`src/hw/epdd_pkg.sv`:
```
// Purpose: constants for the eight-pin port with data latch and direction register
// Assumes: registers reached over AXI4-Lite, one aligned 32-bit word each
// Notes: offsets and reset values below are local choices
//
// Notes on behaviour
// - data read returns pin level for inputs
// - data read returns latch bit for outputs
// - byte write updates all eight latch bits
// - output pins drive their latch bit
// - direction one is output, zero is input
// - direction register reads back as all ones
// - input turning output drives latch one edge after the direction register loads
package epdd_pkg;
   // =====================================================
   // register map
   localparam logic [3:0]  EPDD_OFF_DATA  = 4'h0;   // data latch / pin read
   localparam logic [3:0]  EPDD_OFF_DIR   = 4'h4;   // direction, write-only
   // =====================================================
   // reset values and read constants
   localparam logic [7:0]  EPDD_RST_DATA  = 8'h00;  // latch after reset
   localparam logic [7:0]  EPDD_RST_DIR   = 8'h00;  // all pins input after reset
   localparam logic [7:0]  EPDD_DIR_RDVAL = 8'hff;  // direction read value
   localparam logic [1:0]  EPDD_RESP_OK   = 2'b00;  // OKAY
   localparam logic [1:0]  EPDD_RESP_ERR  = 2'b10;  // SLVERR for unmapped
endpackage : epdd_pkg

```
`src/hw/epdd_pin_cell.sv`:
```
// Purpose: one pin of the port: output driver and read-back select
// Assumes: pin input synchronous to aclk
// Notes: purely combinational, registers live in the top
`timescale 1ns/1ps
`default_nettype none
module epdd_pin_cell
   import epdd_pkg::*;
(
   input  wire logic latch_bit,   // stored data latch bit
   input  wire logic dir_bit,     // one = output
   input  wire logic pin_level,   // external pin level
   output wire logic drive_en,    // output enable next value
   output wire logic drive_val,   // output level next value
   output wire logic read_bit     // bit seen on a data read
);
   // =====================================================
   // driver and read mux
   assign drive_en  = dir_bit;
   assign drive_val = latch_bit;
   assign read_bit  = dir_bit ? latch_bit : pin_level;
endmodule : epdd_pin_cell
`default_nettype wire

```
`src/hw/epdd_port.sv`:
```
// Purpose: eight-pin port with data latch and direction register on AXI4-Lite
// Assumes: single clock aclk at 25 MHz, synchronous active-low reset
// Notes: pin outputs registered, so a register write shows on pins one edge later
//
// The AXI4-Lite register port and the register addresses are this design's own decisions.
`timescale 1ns/1ps
`default_nettype none
module epdd_port
   import epdd_pkg::*;
(
   input  wire logic        aclk,           // system clock
   input  wire logic        aresetn,        // synchronous reset, active low
   input  wire logic [3:0]  s_axi_awaddr,   // write address
   input  wire logic        s_axi_awvalid,  // write address valid
   output logic             s_axi_awready,  // write address ready
   input  wire logic [31:0] s_axi_wdata,    // write data
   input  wire logic [3:0]  s_axi_wstrb,    // write byte strobes
   input  wire logic        s_axi_wvalid,   // write data valid
   output logic             s_axi_wready,   // write data ready
   output logic [1:0]       s_axi_bresp,    // write response
   output logic             s_axi_bvalid,   // write response valid
   input  wire logic        s_axi_bready,   // write response ready
   input  wire logic [3:0]  s_axi_araddr,   // read address
   input  wire logic        s_axi_arvalid,  // read address valid
   output logic             s_axi_arready,  // read address ready
   output logic [31:0]      s_axi_rdata,    // read data
   output logic [1:0]       s_axi_rresp,    // read response
   output logic             s_axi_rvalid,   // read data valid
   input  wire logic        s_axi_rready,   // read data ready
   input  wire logic [7:0]  port_pin_in,    // external pin levels
   output logic [7:0]       port_pin_out,   // pin output levels
   output logic [7:0]       port_pin_oe     // pin output enables, high drives
);
   // =====================================================
   // registers
   logic [7:0]  data_latch_r;   // port_pin_data_latch
   logic [7:0]  data_latch_nxt; // next latch value
   logic [7:0]  dir_r;          // port_pin_direction
   logic [7:0]  dir_nxt;        // next direction value
   logic        aw_held_r;      // write address captured
   logic [3:0]  aw_addr_r;      // captured write address
   logic        w_held_r;       // write data captured
   logic [7:0]  w_byte_r;       // captured low data byte
   logic        w_lane_r;       // low byte strobe captured
   logic [7:0]  read_bits;      // per-pin read-back
   logic [7:0]  drive_en;       // per-pin enable next
   logic [7:0]  drive_val;      // per-pin level next
   logic [7:0]  dir_prev_r;     // direction one edge ago, for checks
   logic [7:0]  dir_rise;       // direction bits that just turned output

   // =====================================================
   // write channel decode
   // a write completes only once both halves are held and no response
   // is pending, so at most one write is ever in flight
   wire         aw_take   = s_axi_awvalid & s_axi_awready;       // address accepted
   wire         w_take    = s_axi_wvalid & s_axi_wready;         // data accepted
   wire         wr_go     = aw_held_r & w_held_r & ~s_axi_bvalid;// both halves present
   wire         wr_data   = wr_go & (aw_addr_r == EPDD_OFF_DATA);// data latch hit
   wire         wr_dir    = wr_go & (aw_addr_r == EPDD_OFF_DIR); // direction hit
   wire         wr_mapped = wr_data | wr_dir;                     // any mapped hit

   // whole byte replaces latch, input bits included
   assign data_latch_nxt = (wr_data & w_lane_r) ? w_byte_r : data_latch_r;
   // direction changes take effect on the write
   assign dir_nxt = (wr_dir & w_lane_r) ? w_byte_r : dir_r;

   // =====================================================
   // read channel decode
   wire         ar_take  = s_axi_arvalid & s_axi_arready;                 // read accepted
   // low address bits are ignored, as on the write side
   wire [3:0]   ar_addr  = {s_axi_araddr[3:2], 2'b00};                    // aligned read address
   wire         rd_data  = ar_addr == EPDD_OFF_DATA;                      // data read
   wire         rd_dir   = ar_addr == EPDD_OFF_DIR;                       // direction read
   // the direction register is write-only, so it always reads as ones
   wire [7:0]   rd_byte  = rd_data ? read_bits : (rd_dir ? EPDD_DIR_RDVAL : 8'h00);
   // unmapped addresses answer with an error and read as zero
   wire [1:0]   rd_resp  = (rd_data | rd_dir) ? EPDD_RESP_OK : EPDD_RESP_ERR;

   // =====================================================
   // per-pin cells
   // one cell per pin: driver enable, driver level and read select
   genvar gi;
   generate
      for (gi = 0; gi < 8; gi++) begin : g_pin
         epdd_pin_cell u_cell (
            .latch_bit (data_latch_r[gi]),
            .dir_bit   (dir_r[gi]),
            .pin_level (port_pin_in[gi]),
            .drive_en  (drive_en[gi]),
            .drive_val (drive_val[gi]),
            .read_bit  (read_bits[gi])
         );
      end
   endgenerate

   // =====================================================
   // port registers
   // latch and direction load on a write hit with the low byte strobe set and hold otherwise
   always_ff @(posedge aclk) begin
      if (!aresetn) begin
         data_latch_r <= EPDD_RST_DATA;
         dir_r        <= EPDD_RST_DIR;
      end else begin
         data_latch_r <= data_latch_nxt;
         dir_r        <= dir_nxt;
      end
   end

   // pin drivers follow latch and direction
   // registered so the pins never glitch while the bus decodes;
   // the cost is one edge between a register write and the pins
   always_ff @(posedge aclk) begin
      if (!aresetn) begin
         port_pin_oe  <= 8'h00;
         port_pin_out <= 8'h00;
      end else begin
         port_pin_oe  <= drive_en;
         port_pin_out <= drive_val & drive_en;
      end
   end

   // =====================================================
   // write address and data capture, either order
   // each ready drops once its half is taken and stays low until the response is gone
   always_ff @(posedge aclk) begin
      if (!aresetn) begin
         aw_held_r     <= 1'b0;
         aw_addr_r     <= 4'h0;
         s_axi_awready <= 1'b0;
      end else begin
         s_axi_awready <= ~aw_held_r & ~aw_take & ~s_axi_bvalid;
         if (aw_take) begin
            aw_held_r <= 1'b1;
            aw_addr_r <= {s_axi_awaddr[3:2], 2'b00};
         end else if (wr_go) begin
            aw_held_r <= 1'b0;
         end
      end
   end

   // write data capture: only the low byte and its strobe are kept
   always_ff @(posedge aclk) begin
      if (!aresetn) begin
         w_held_r     <= 1'b0;
         w_byte_r     <= 8'h00;
         w_lane_r     <= 1'b0;
         s_axi_wready <= 1'b0;
      end else begin
         s_axi_wready <= ~w_held_r & ~w_take & ~s_axi_bvalid;
         if (w_take) begin
            w_held_r <= 1'b1;
            w_byte_r <= s_axi_wdata[7:0];
            w_lane_r <= s_axi_wstrb[0];
         end else if (wr_go) begin
            w_held_r <= 1'b0;
         end
      end
   end

   // write response
   // the response stands until the master raises bready
   always_ff @(posedge aclk) begin
      if (!aresetn) begin
         s_axi_bvalid <= 1'b0;
         s_axi_bresp  <= EPDD_RESP_OK;
      end else if (wr_go) begin
         s_axi_bvalid <= 1'b1;
         s_axi_bresp  <= wr_mapped ? EPDD_RESP_OK : EPDD_RESP_ERR;
      end else if (s_axi_bready) begin
         s_axi_bvalid <= 1'b0;
      end
   end

   // =====================================================
   // read path: data sampled at the address handshake
   // a pin that moves while rvalid waits does not change the answer
   always_ff @(posedge aclk) begin
      if (!aresetn) begin
         s_axi_arready <= 1'b0;
         s_axi_rvalid  <= 1'b0;
         s_axi_rdata   <= 32'h0000_0000;
         s_axi_rresp   <= EPDD_RESP_OK;
      end else begin
         s_axi_arready <= ~s_axi_rvalid & ~ar_take;
         if (ar_take) begin
            s_axi_rvalid <= 1'b1;
            s_axi_rdata  <= {24'h00_0000, rd_byte};
            s_axi_rresp  <= rd_resp;
         end else if (s_axi_rready) begin
            s_axi_rvalid <= 1'b0;
         end
      end
   end

   // =====================================================
   // check helpers: the direction one edge ago, to spot bits turning output
   always_ff @(posedge aclk) begin
      if (!aresetn) begin
         dir_prev_r <= EPDD_RST_DIR;   // matches the direction after reset
      end else begin
         dir_prev_r <= dir_r;          // one edge behind the direction
      end
   end
   assign dir_rise = dir_r & ~dir_prev_r;  // input to output this cycle

   // =====================================================
   // assertions
   // all checks sleep in reset; most look one edge past their trigger, a_dir_write two edges, a_wr_refuse and a_rd_refuse the same edge
   property p_in_pin_read;
      @(posedge aclk) disable iff (!aresetn)
      (ar_take && rd_data) |=> (s_axi_rdata[7:0] & ~$past(dir_r)) ==
                               ($past(port_pin_in) & ~$past(dir_r));
   endproperty
   a_in_pin_read: assert property (p_in_pin_read) else $error("input pin read wrong");

   property p_out_pin_read;
      @(posedge aclk) disable iff (!aresetn)
      (ar_take && rd_data) |=> (s_axi_rdata[7:0] & $past(dir_r)) ==
                               ($past(data_latch_r) & $past(dir_r));
   endproperty
   a_out_pin_read: assert property (p_out_pin_read) else $error("latch read wrong");

   property p_byte_write;
      @(posedge aclk) disable iff (!aresetn)
      (wr_data && w_lane_r) |=> data_latch_r == $past(w_byte_r);
   endproperty
   a_byte_write: assert property (p_byte_write) else $error("latch not written");

   property p_out_drive;
      @(posedge aclk) disable iff (!aresetn)
      1'b1 |=> (port_pin_out & $past(dir_r)) == ($past(data_latch_r) & $past(dir_r));
   endproperty
   a_out_drive: assert property (p_out_drive) else $error("pin level not latch");

   property p_dir_write;
      @(posedge aclk) disable iff (!aresetn)
      (wr_dir && w_lane_r) |=> ##1 port_pin_oe == $past(w_byte_r, 2);
   endproperty
   a_dir_write: assert property (p_dir_write) else $error("direction not applied");

   property p_dir_read;
      @(posedge aclk) disable iff (!aresetn)
      (ar_take && rd_dir) |=> s_axi_rdata == 32'h0000_00ff;
   endproperty
   a_dir_read: assert property (p_dir_read) else $error("direction read not ones");

   property p_turn_out;
      @(posedge aclk) disable iff (!aresetn)
      (|dir_rise) |=>
         ((port_pin_oe & $past(dir_rise)) == $past(dir_rise)) &&
         ((port_pin_out & $past(dir_rise)) == ($past(data_latch_r) & $past(dir_rise)));
   endproperty
   a_turn_out: assert property (p_turn_out) else $error("turned output not driving");

   property p_in_quiet;
      @(posedge aclk) disable iff (!aresetn)
      1'b1 |=> ((port_pin_oe | port_pin_out) & ~$past(dir_r)) == 8'h00;
   endproperty
   a_in_quiet: assert property (p_in_quiet) else $error("input pin driven");

   property p_bresp_bound;
      @(posedge aclk) disable iff (!aresetn)
      wr_go |=> s_axi_bvalid;
   endproperty
   a_bresp_bound: assert property (p_bresp_bound) else $error("no write response");

   property p_read_ok;
      @(posedge aclk) disable iff (!aresetn)
      (ar_take && (rd_data || rd_dir)) |=> s_axi_rvalid && s_axi_rresp == EPDD_RESP_OK;
   endproperty
   a_read_ok: assert property (p_read_ok) else $error("mapped read not answered okay");

   property p_bad_read;
      @(posedge aclk) disable iff (!aresetn)
      (ar_take && !rd_data && !rd_dir) |=>
         s_axi_rvalid && s_axi_rdata == 32'h0000_0000 && s_axi_rresp == EPDD_RESP_ERR;
   endproperty
   a_bad_read: assert property (p_bad_read) else $error("unmapped read not refused");

   property p_bad_write;
      @(posedge aclk) disable iff (!aresetn)
      (wr_go && !wr_mapped) |=> s_axi_bresp == EPDD_RESP_ERR &&
         data_latch_r == $past(data_latch_r) && dir_r == $past(dir_r);
   endproperty
   a_bad_write: assert property (p_bad_write) else $error("unmapped write had effect");

   property p_no_lane;
      @(posedge aclk) disable iff (!aresetn)
      (wr_mapped && !w_lane_r) |=> s_axi_bresp == EPDD_RESP_OK &&
         data_latch_r == $past(data_latch_r) && dir_r == $past(dir_r);
   endproperty
   a_no_lane: assert property (p_no_lane) else $error("write without low lane had effect");

   property p_wr_refuse;
      @(posedge aclk) disable iff (!aresetn)
      s_axi_bvalid |-> !s_axi_awready && !s_axi_wready;
   endproperty
   a_wr_refuse: assert property (p_wr_refuse) else $error("write taken during response");

   property p_rd_refuse;
      @(posedge aclk) disable iff (!aresetn)
      s_axi_rvalid |-> !s_axi_arready;
   endproperty
   a_rd_refuse: assert property (p_rd_refuse) else $error("read taken during answer");

   c_data_write: cover property (@(posedge aclk) disable iff (!aresetn) wr_data);
   c_dir_write:  cover property (@(posedge aclk) disable iff (!aresetn) wr_dir);
   c_mixed_read: cover property (@(posedge aclk) disable iff (!aresetn)
                                 ar_take && rd_data && dir_r != 8'h00 && dir_r != 8'hff);
   c_bad_addr:   cover property (@(posedge aclk) disable iff (!aresetn) ar_take && !rd_data && !rd_dir);
   c_turn_out:   cover property (@(posedge aclk) disable iff (!aresetn) |dir_rise);
endmodule : epdd_port
`default_nettype wire

```
`config.mk`:
```
export PLATFORM = sky130hd
export DESIGN_NAME = epdd_port
export DESIGN_NICKNAME = d
export VERILOG_FILES = /design/src/hw/epdd_pkg.sv /design/src/hw/epdd_pin_cell.sv /design/src/hw/epdd_port.sv
export SDC_FILE = /design/constraint.sdc
export NUM_CORES = 1
export LEC_CHECK = 0
export ABC_AREA = 1
export BUFFER_PORTS_ARGS = -buffer_cell sky130_fd_sc_hd__clkbuf_2
export CAP_MARGIN = 20
export CORE_MARGIN = 5
export CORE_UTILIZATION = 45
export DETAILED_ROUTE_END_ITERATION = 8
export GPL_ROUTABILITY_DRIVEN = 0
export PLACE_DENSITY = 0.86
export SYNTH_ARGS = -nofsm -noshare
export SYNTH_HDL_FRONTEND = slang
export SYNTH_SLANG_ARGS = --single-unit
```
`constraint.sdc`:
```
create_clock -name aclk -period 1.3 [get_ports aclk]
set_input_delay 0.26 -clock aclk [delete_from_list [all_inputs] [get_ports aclk]]
set_output_delay 0.26 -clock aclk [all_outputs]
set_load 0.05 [all_outputs]
```
==> flow_summary.json <==
{
  "finalClockSkew_ns": 0.00638,
  "critPathRequiredTime_ns": 1.04,
  "cts_sinks": 60,
  "power_density_nw_per_um2": 1390,
  "post-route-worst-setup-slack_ns": 0.0639,
  "critPathMaxStageDelay_ns": 0.35,
  "worst_path_max_delay_cell": "dfxtp_1",
  "fmax_ghz": 0.809,
  "routed-wl-met2_microns": 2180,
  "path_class": "reg -> out",
  "cts-buffers-inserted": 9,
  "drtIter0Drc": 99,
  "synthAdderAreaFrac_pct": 0,
  "finalCriticalPeriod_ns": 1.24,
  "p_leak_nw": 1.39,
  "synthXorXnorAreaFrac_pct": 0,
  "cts_max_level": 3,
  "ir_worst_vdd_v": 0.000679,
  "grt_first_pass_wirelength_microns": 7790,
  "port_buffers": 58,
  "die_width_microns": 82.5,
  "die-area_sq_um": 6810,
  "cp_max_fo": 3,
  "firstDrtPassIters": 4,
  "via_per_inst": 4.40,
  "stdcell_area_sq_um": 2860,
  "multi_input_area_sq_um": 897,
  "place_area_sq_um": 2650,
  "hp-class": "in -> reg",
  "n_antenna_cell": 0,
  "finalSetupViolations": 0,
  "top_layer": "met4",
  "rsz0062_at_grt": "false",
  "synth_cell_types": 20,
  "nets": 427,
  "muxShareOfSynthArea_pct": 0,
  "cp-start-kind": "register",
  "outcome": "completed",
  "dp_hpwl_microns": 3520,
  "syn_area_per_cell_sq_um": 7.81,
  "track_usage_pct": 15.2,
  "drive_above_1_share_pct": 23.9,
  "dpl_worst_slack_ns": 0.136,
  "clock_latency_ns": 0.33,
  "cts-root-buf": "clkbuf_8",
  "syn_inst": 303,
  "via_count": 1947,
  "yosys.area_share.simple_pct": 24.5,
  "p_total_mw": 3.97,
  "ios": 116,
  "routed_wl_microns": 4790,
  "ys_ff_latch": 60,
  "grt_pass1_vias": 1847,
  "path_clk_slew_ns": 0.06,
  "synth_top_family_by_area": "simple AND/OR/NAND/NOR gates",
  "finalCritPeriodShare_pct": 95.1,
  "ant_nets": 0,
  "wl_met3_microns": 389,
  "critPathCaptureType": "output port",
  "syn_to_final_growth_pct": 20.9,
  "setup_tns_ns": 0,
  "worstPathCellList": "clkbuf_2",
  "n_fill_cell": 489,
  "ys_warn_count": 0,
  "initial_core_util_pct": 46.3,
  "antenna_found_initial": 0,
  "m1WireLength_microns": 2120,
  "ctsLongestPathBuffers": 2,
  "cts_tree": "done",
  "drcViolationCount": 0,
  "seq_area_frac_synth_pct": 50.8,
  "final_hold_viol_count": 0,
  "netlist_area_sq_um": 2370,
  "drv_slew": 0,
  "rows": 26,
  "path_buf_inv": 1,
  "die_h_microns": 82.5,
  "core_area_sq_um": 5110,
  "synth_compound_area_share_pct": 9.31,
  "cts_hold_buffers": 0,
  "overflow": 0,
  "seq_area_sq_um": 1200,
  "grt_max_degree": 46,
  "cp.arrival_ns": 0.98,
  "routedWlPerCell_microns": 10.8,
  "drv_cap": 0,
  "crit_family": "flip-flops",
  "fin_util_pct": 56.0
}
Yosys cell counts:
cell type	count	area [sq um]
o211a_1	1	10.0
o21ai_0	14	70.1
inv_2	3	11.3
clkbuf_1	2	7.51
o211ai_1	8	60.1
nand2_1	53	199
dfxtp_1	60	1200
inv_1	31	116
buf_1	1	3.75
nand3_1	24	120
nor3_1	1	5.00
nand3_2	1	10.0
a21oi_1	16	80.1
buf_2	4	20.0
nor2_1	48	180
nor4_1	2	12.5
buf_4	27	203
nor2_4	3	33.8
nor2_2	3	18.8
conb_1	1	3.75
timing repair:
item                                    in CTS  in global routing
buffers inserted                             0                  1
endpoints found under the setup margin       1                  7
resized for setup                            3                  0
pin swaps                                    0                  1
cells by family (layout without fill, tap and decap cells):
| family | count (synthesis) | after routing |
|---|---|---|
| compound gates | 39 | 39 |
| buf+inv | 68 | 113 |
| simple gates | 135 | 135 |
| other cells | 1 | 26 |
| flops | 60 | 60 |
cell usage in the layout (no fill, tap or decap):
| master | Yosys | layout |
|---|---|---|
| nor2_2 | 3 | 3 |
| dfxtp_2 | 0 | 3 |
| conb_1 | 1 | 26 |
| clkbuf_8 | 0 | 13 |
| nand3_2 | 1 | 1 |
| nand3_1 | 24 | 24 |
| clkbuf_1 | 2 | 3 |
| inv_2 | 3 | 3 |
| o211ai_1 | 8 | 8 |
| clkinv_2 | 0 | 1 |
| nor2_1 | 48 | 48 |
| a21oi_1 | 16 | 16 |
| buf_4 | 27 | 3 |
| o211a_1 | 1 | 1 |
| nor3_1 | 1 | 1 |
| nor2_4 | 3 | 3 |
| buf_12 | 0 | 2 |
| dfxtp_1 | 60 | 57 |
| inv_1 | 31 | 31 |
| nand2_1 | 53 | 53 |
| nor4_1 | 2 | 2 |
| o21ai_0 | 14 | 14 |
| clkbuf_2 | 0 | 57 |
through the flow:
step | cells | hold slack [ns]
6_report | 443 | 0.169
5_1_grt | 443 | 0.186
4_1_cts | 442 | 0.154
3_5_place_dp | 426 | 0.438
3_3_place_gp | 426 | 0.424
2_1_floorplan | 328 | 0.419
layer usage:
| layer | GRT usage [%] | vias up |
|---|---|---|
| met2 | 25.3 | 66 |
| met3 | 5.53 | 10 |
| li1 | - | 1032 |
| met1 | 17.2 | 839 |
| met4 | 7.35 | 0 |
| met5 | 0 | - |
state kept, by name, summed over array words and instances, names as in the netlist, 2 cells and up:
signal	count
dir_r	8
s_axi_rdata	8
port_pin_oe	8
port_pin_out	8
w_byte_r	8
data_latch_r	8
aw_addr_r	2
power breakdown:
part | switching (mW) | internal (mW) | leakage (nW)
Clock | 0.665 | 0.848 | 0.0937
Sequential | 0.0306 | 1.90 | 0.488
Combinational | 0.411 | 0.115 | 0.810
worst paths after layout:
| path | start | end | slack, ns | cells after the start |
|---|---|---|---|---|
| max | s_axi_rvalid$_SDFFE_PN0P_ | s_axi_rvalid | 0.06 | 1 |
| max reg2reg | aw_held_r$_SDFFE_PN0P_ | dir_r[0]$_SDFFE_PN0P_ | 0.19 | 6 |
| min reg2reg | s_axi_rvalid$_SDFFE_PN0P_ | s_axi_arready$_SDFF_PN0_ | 0.45 | 1 |
| min | s_axi_rready | s_axi_rvalid$_SDFFE_PN0P_ | 0.17 | 4 |
cell type report:
class / instances / share of cell area, %
Clock buffer: 15 / 6.17
Clock inverter: 1 / 0.175
Inverter: 34 / 4.46
Multi-Input combinational cell: 200 / 31.4
Sequential cell: 60 / 42.1
Tap cell: 70 / 3.06
Timing Repair Buffer: 63 / 12.6
worst min-delay path, stage by stage:
cell      delay [ns]
clkbuf_2        0.08
inv_1           0.03
nand2_1         0.04
a21oi_1         0.05
(Power assumes the default switching activity.)
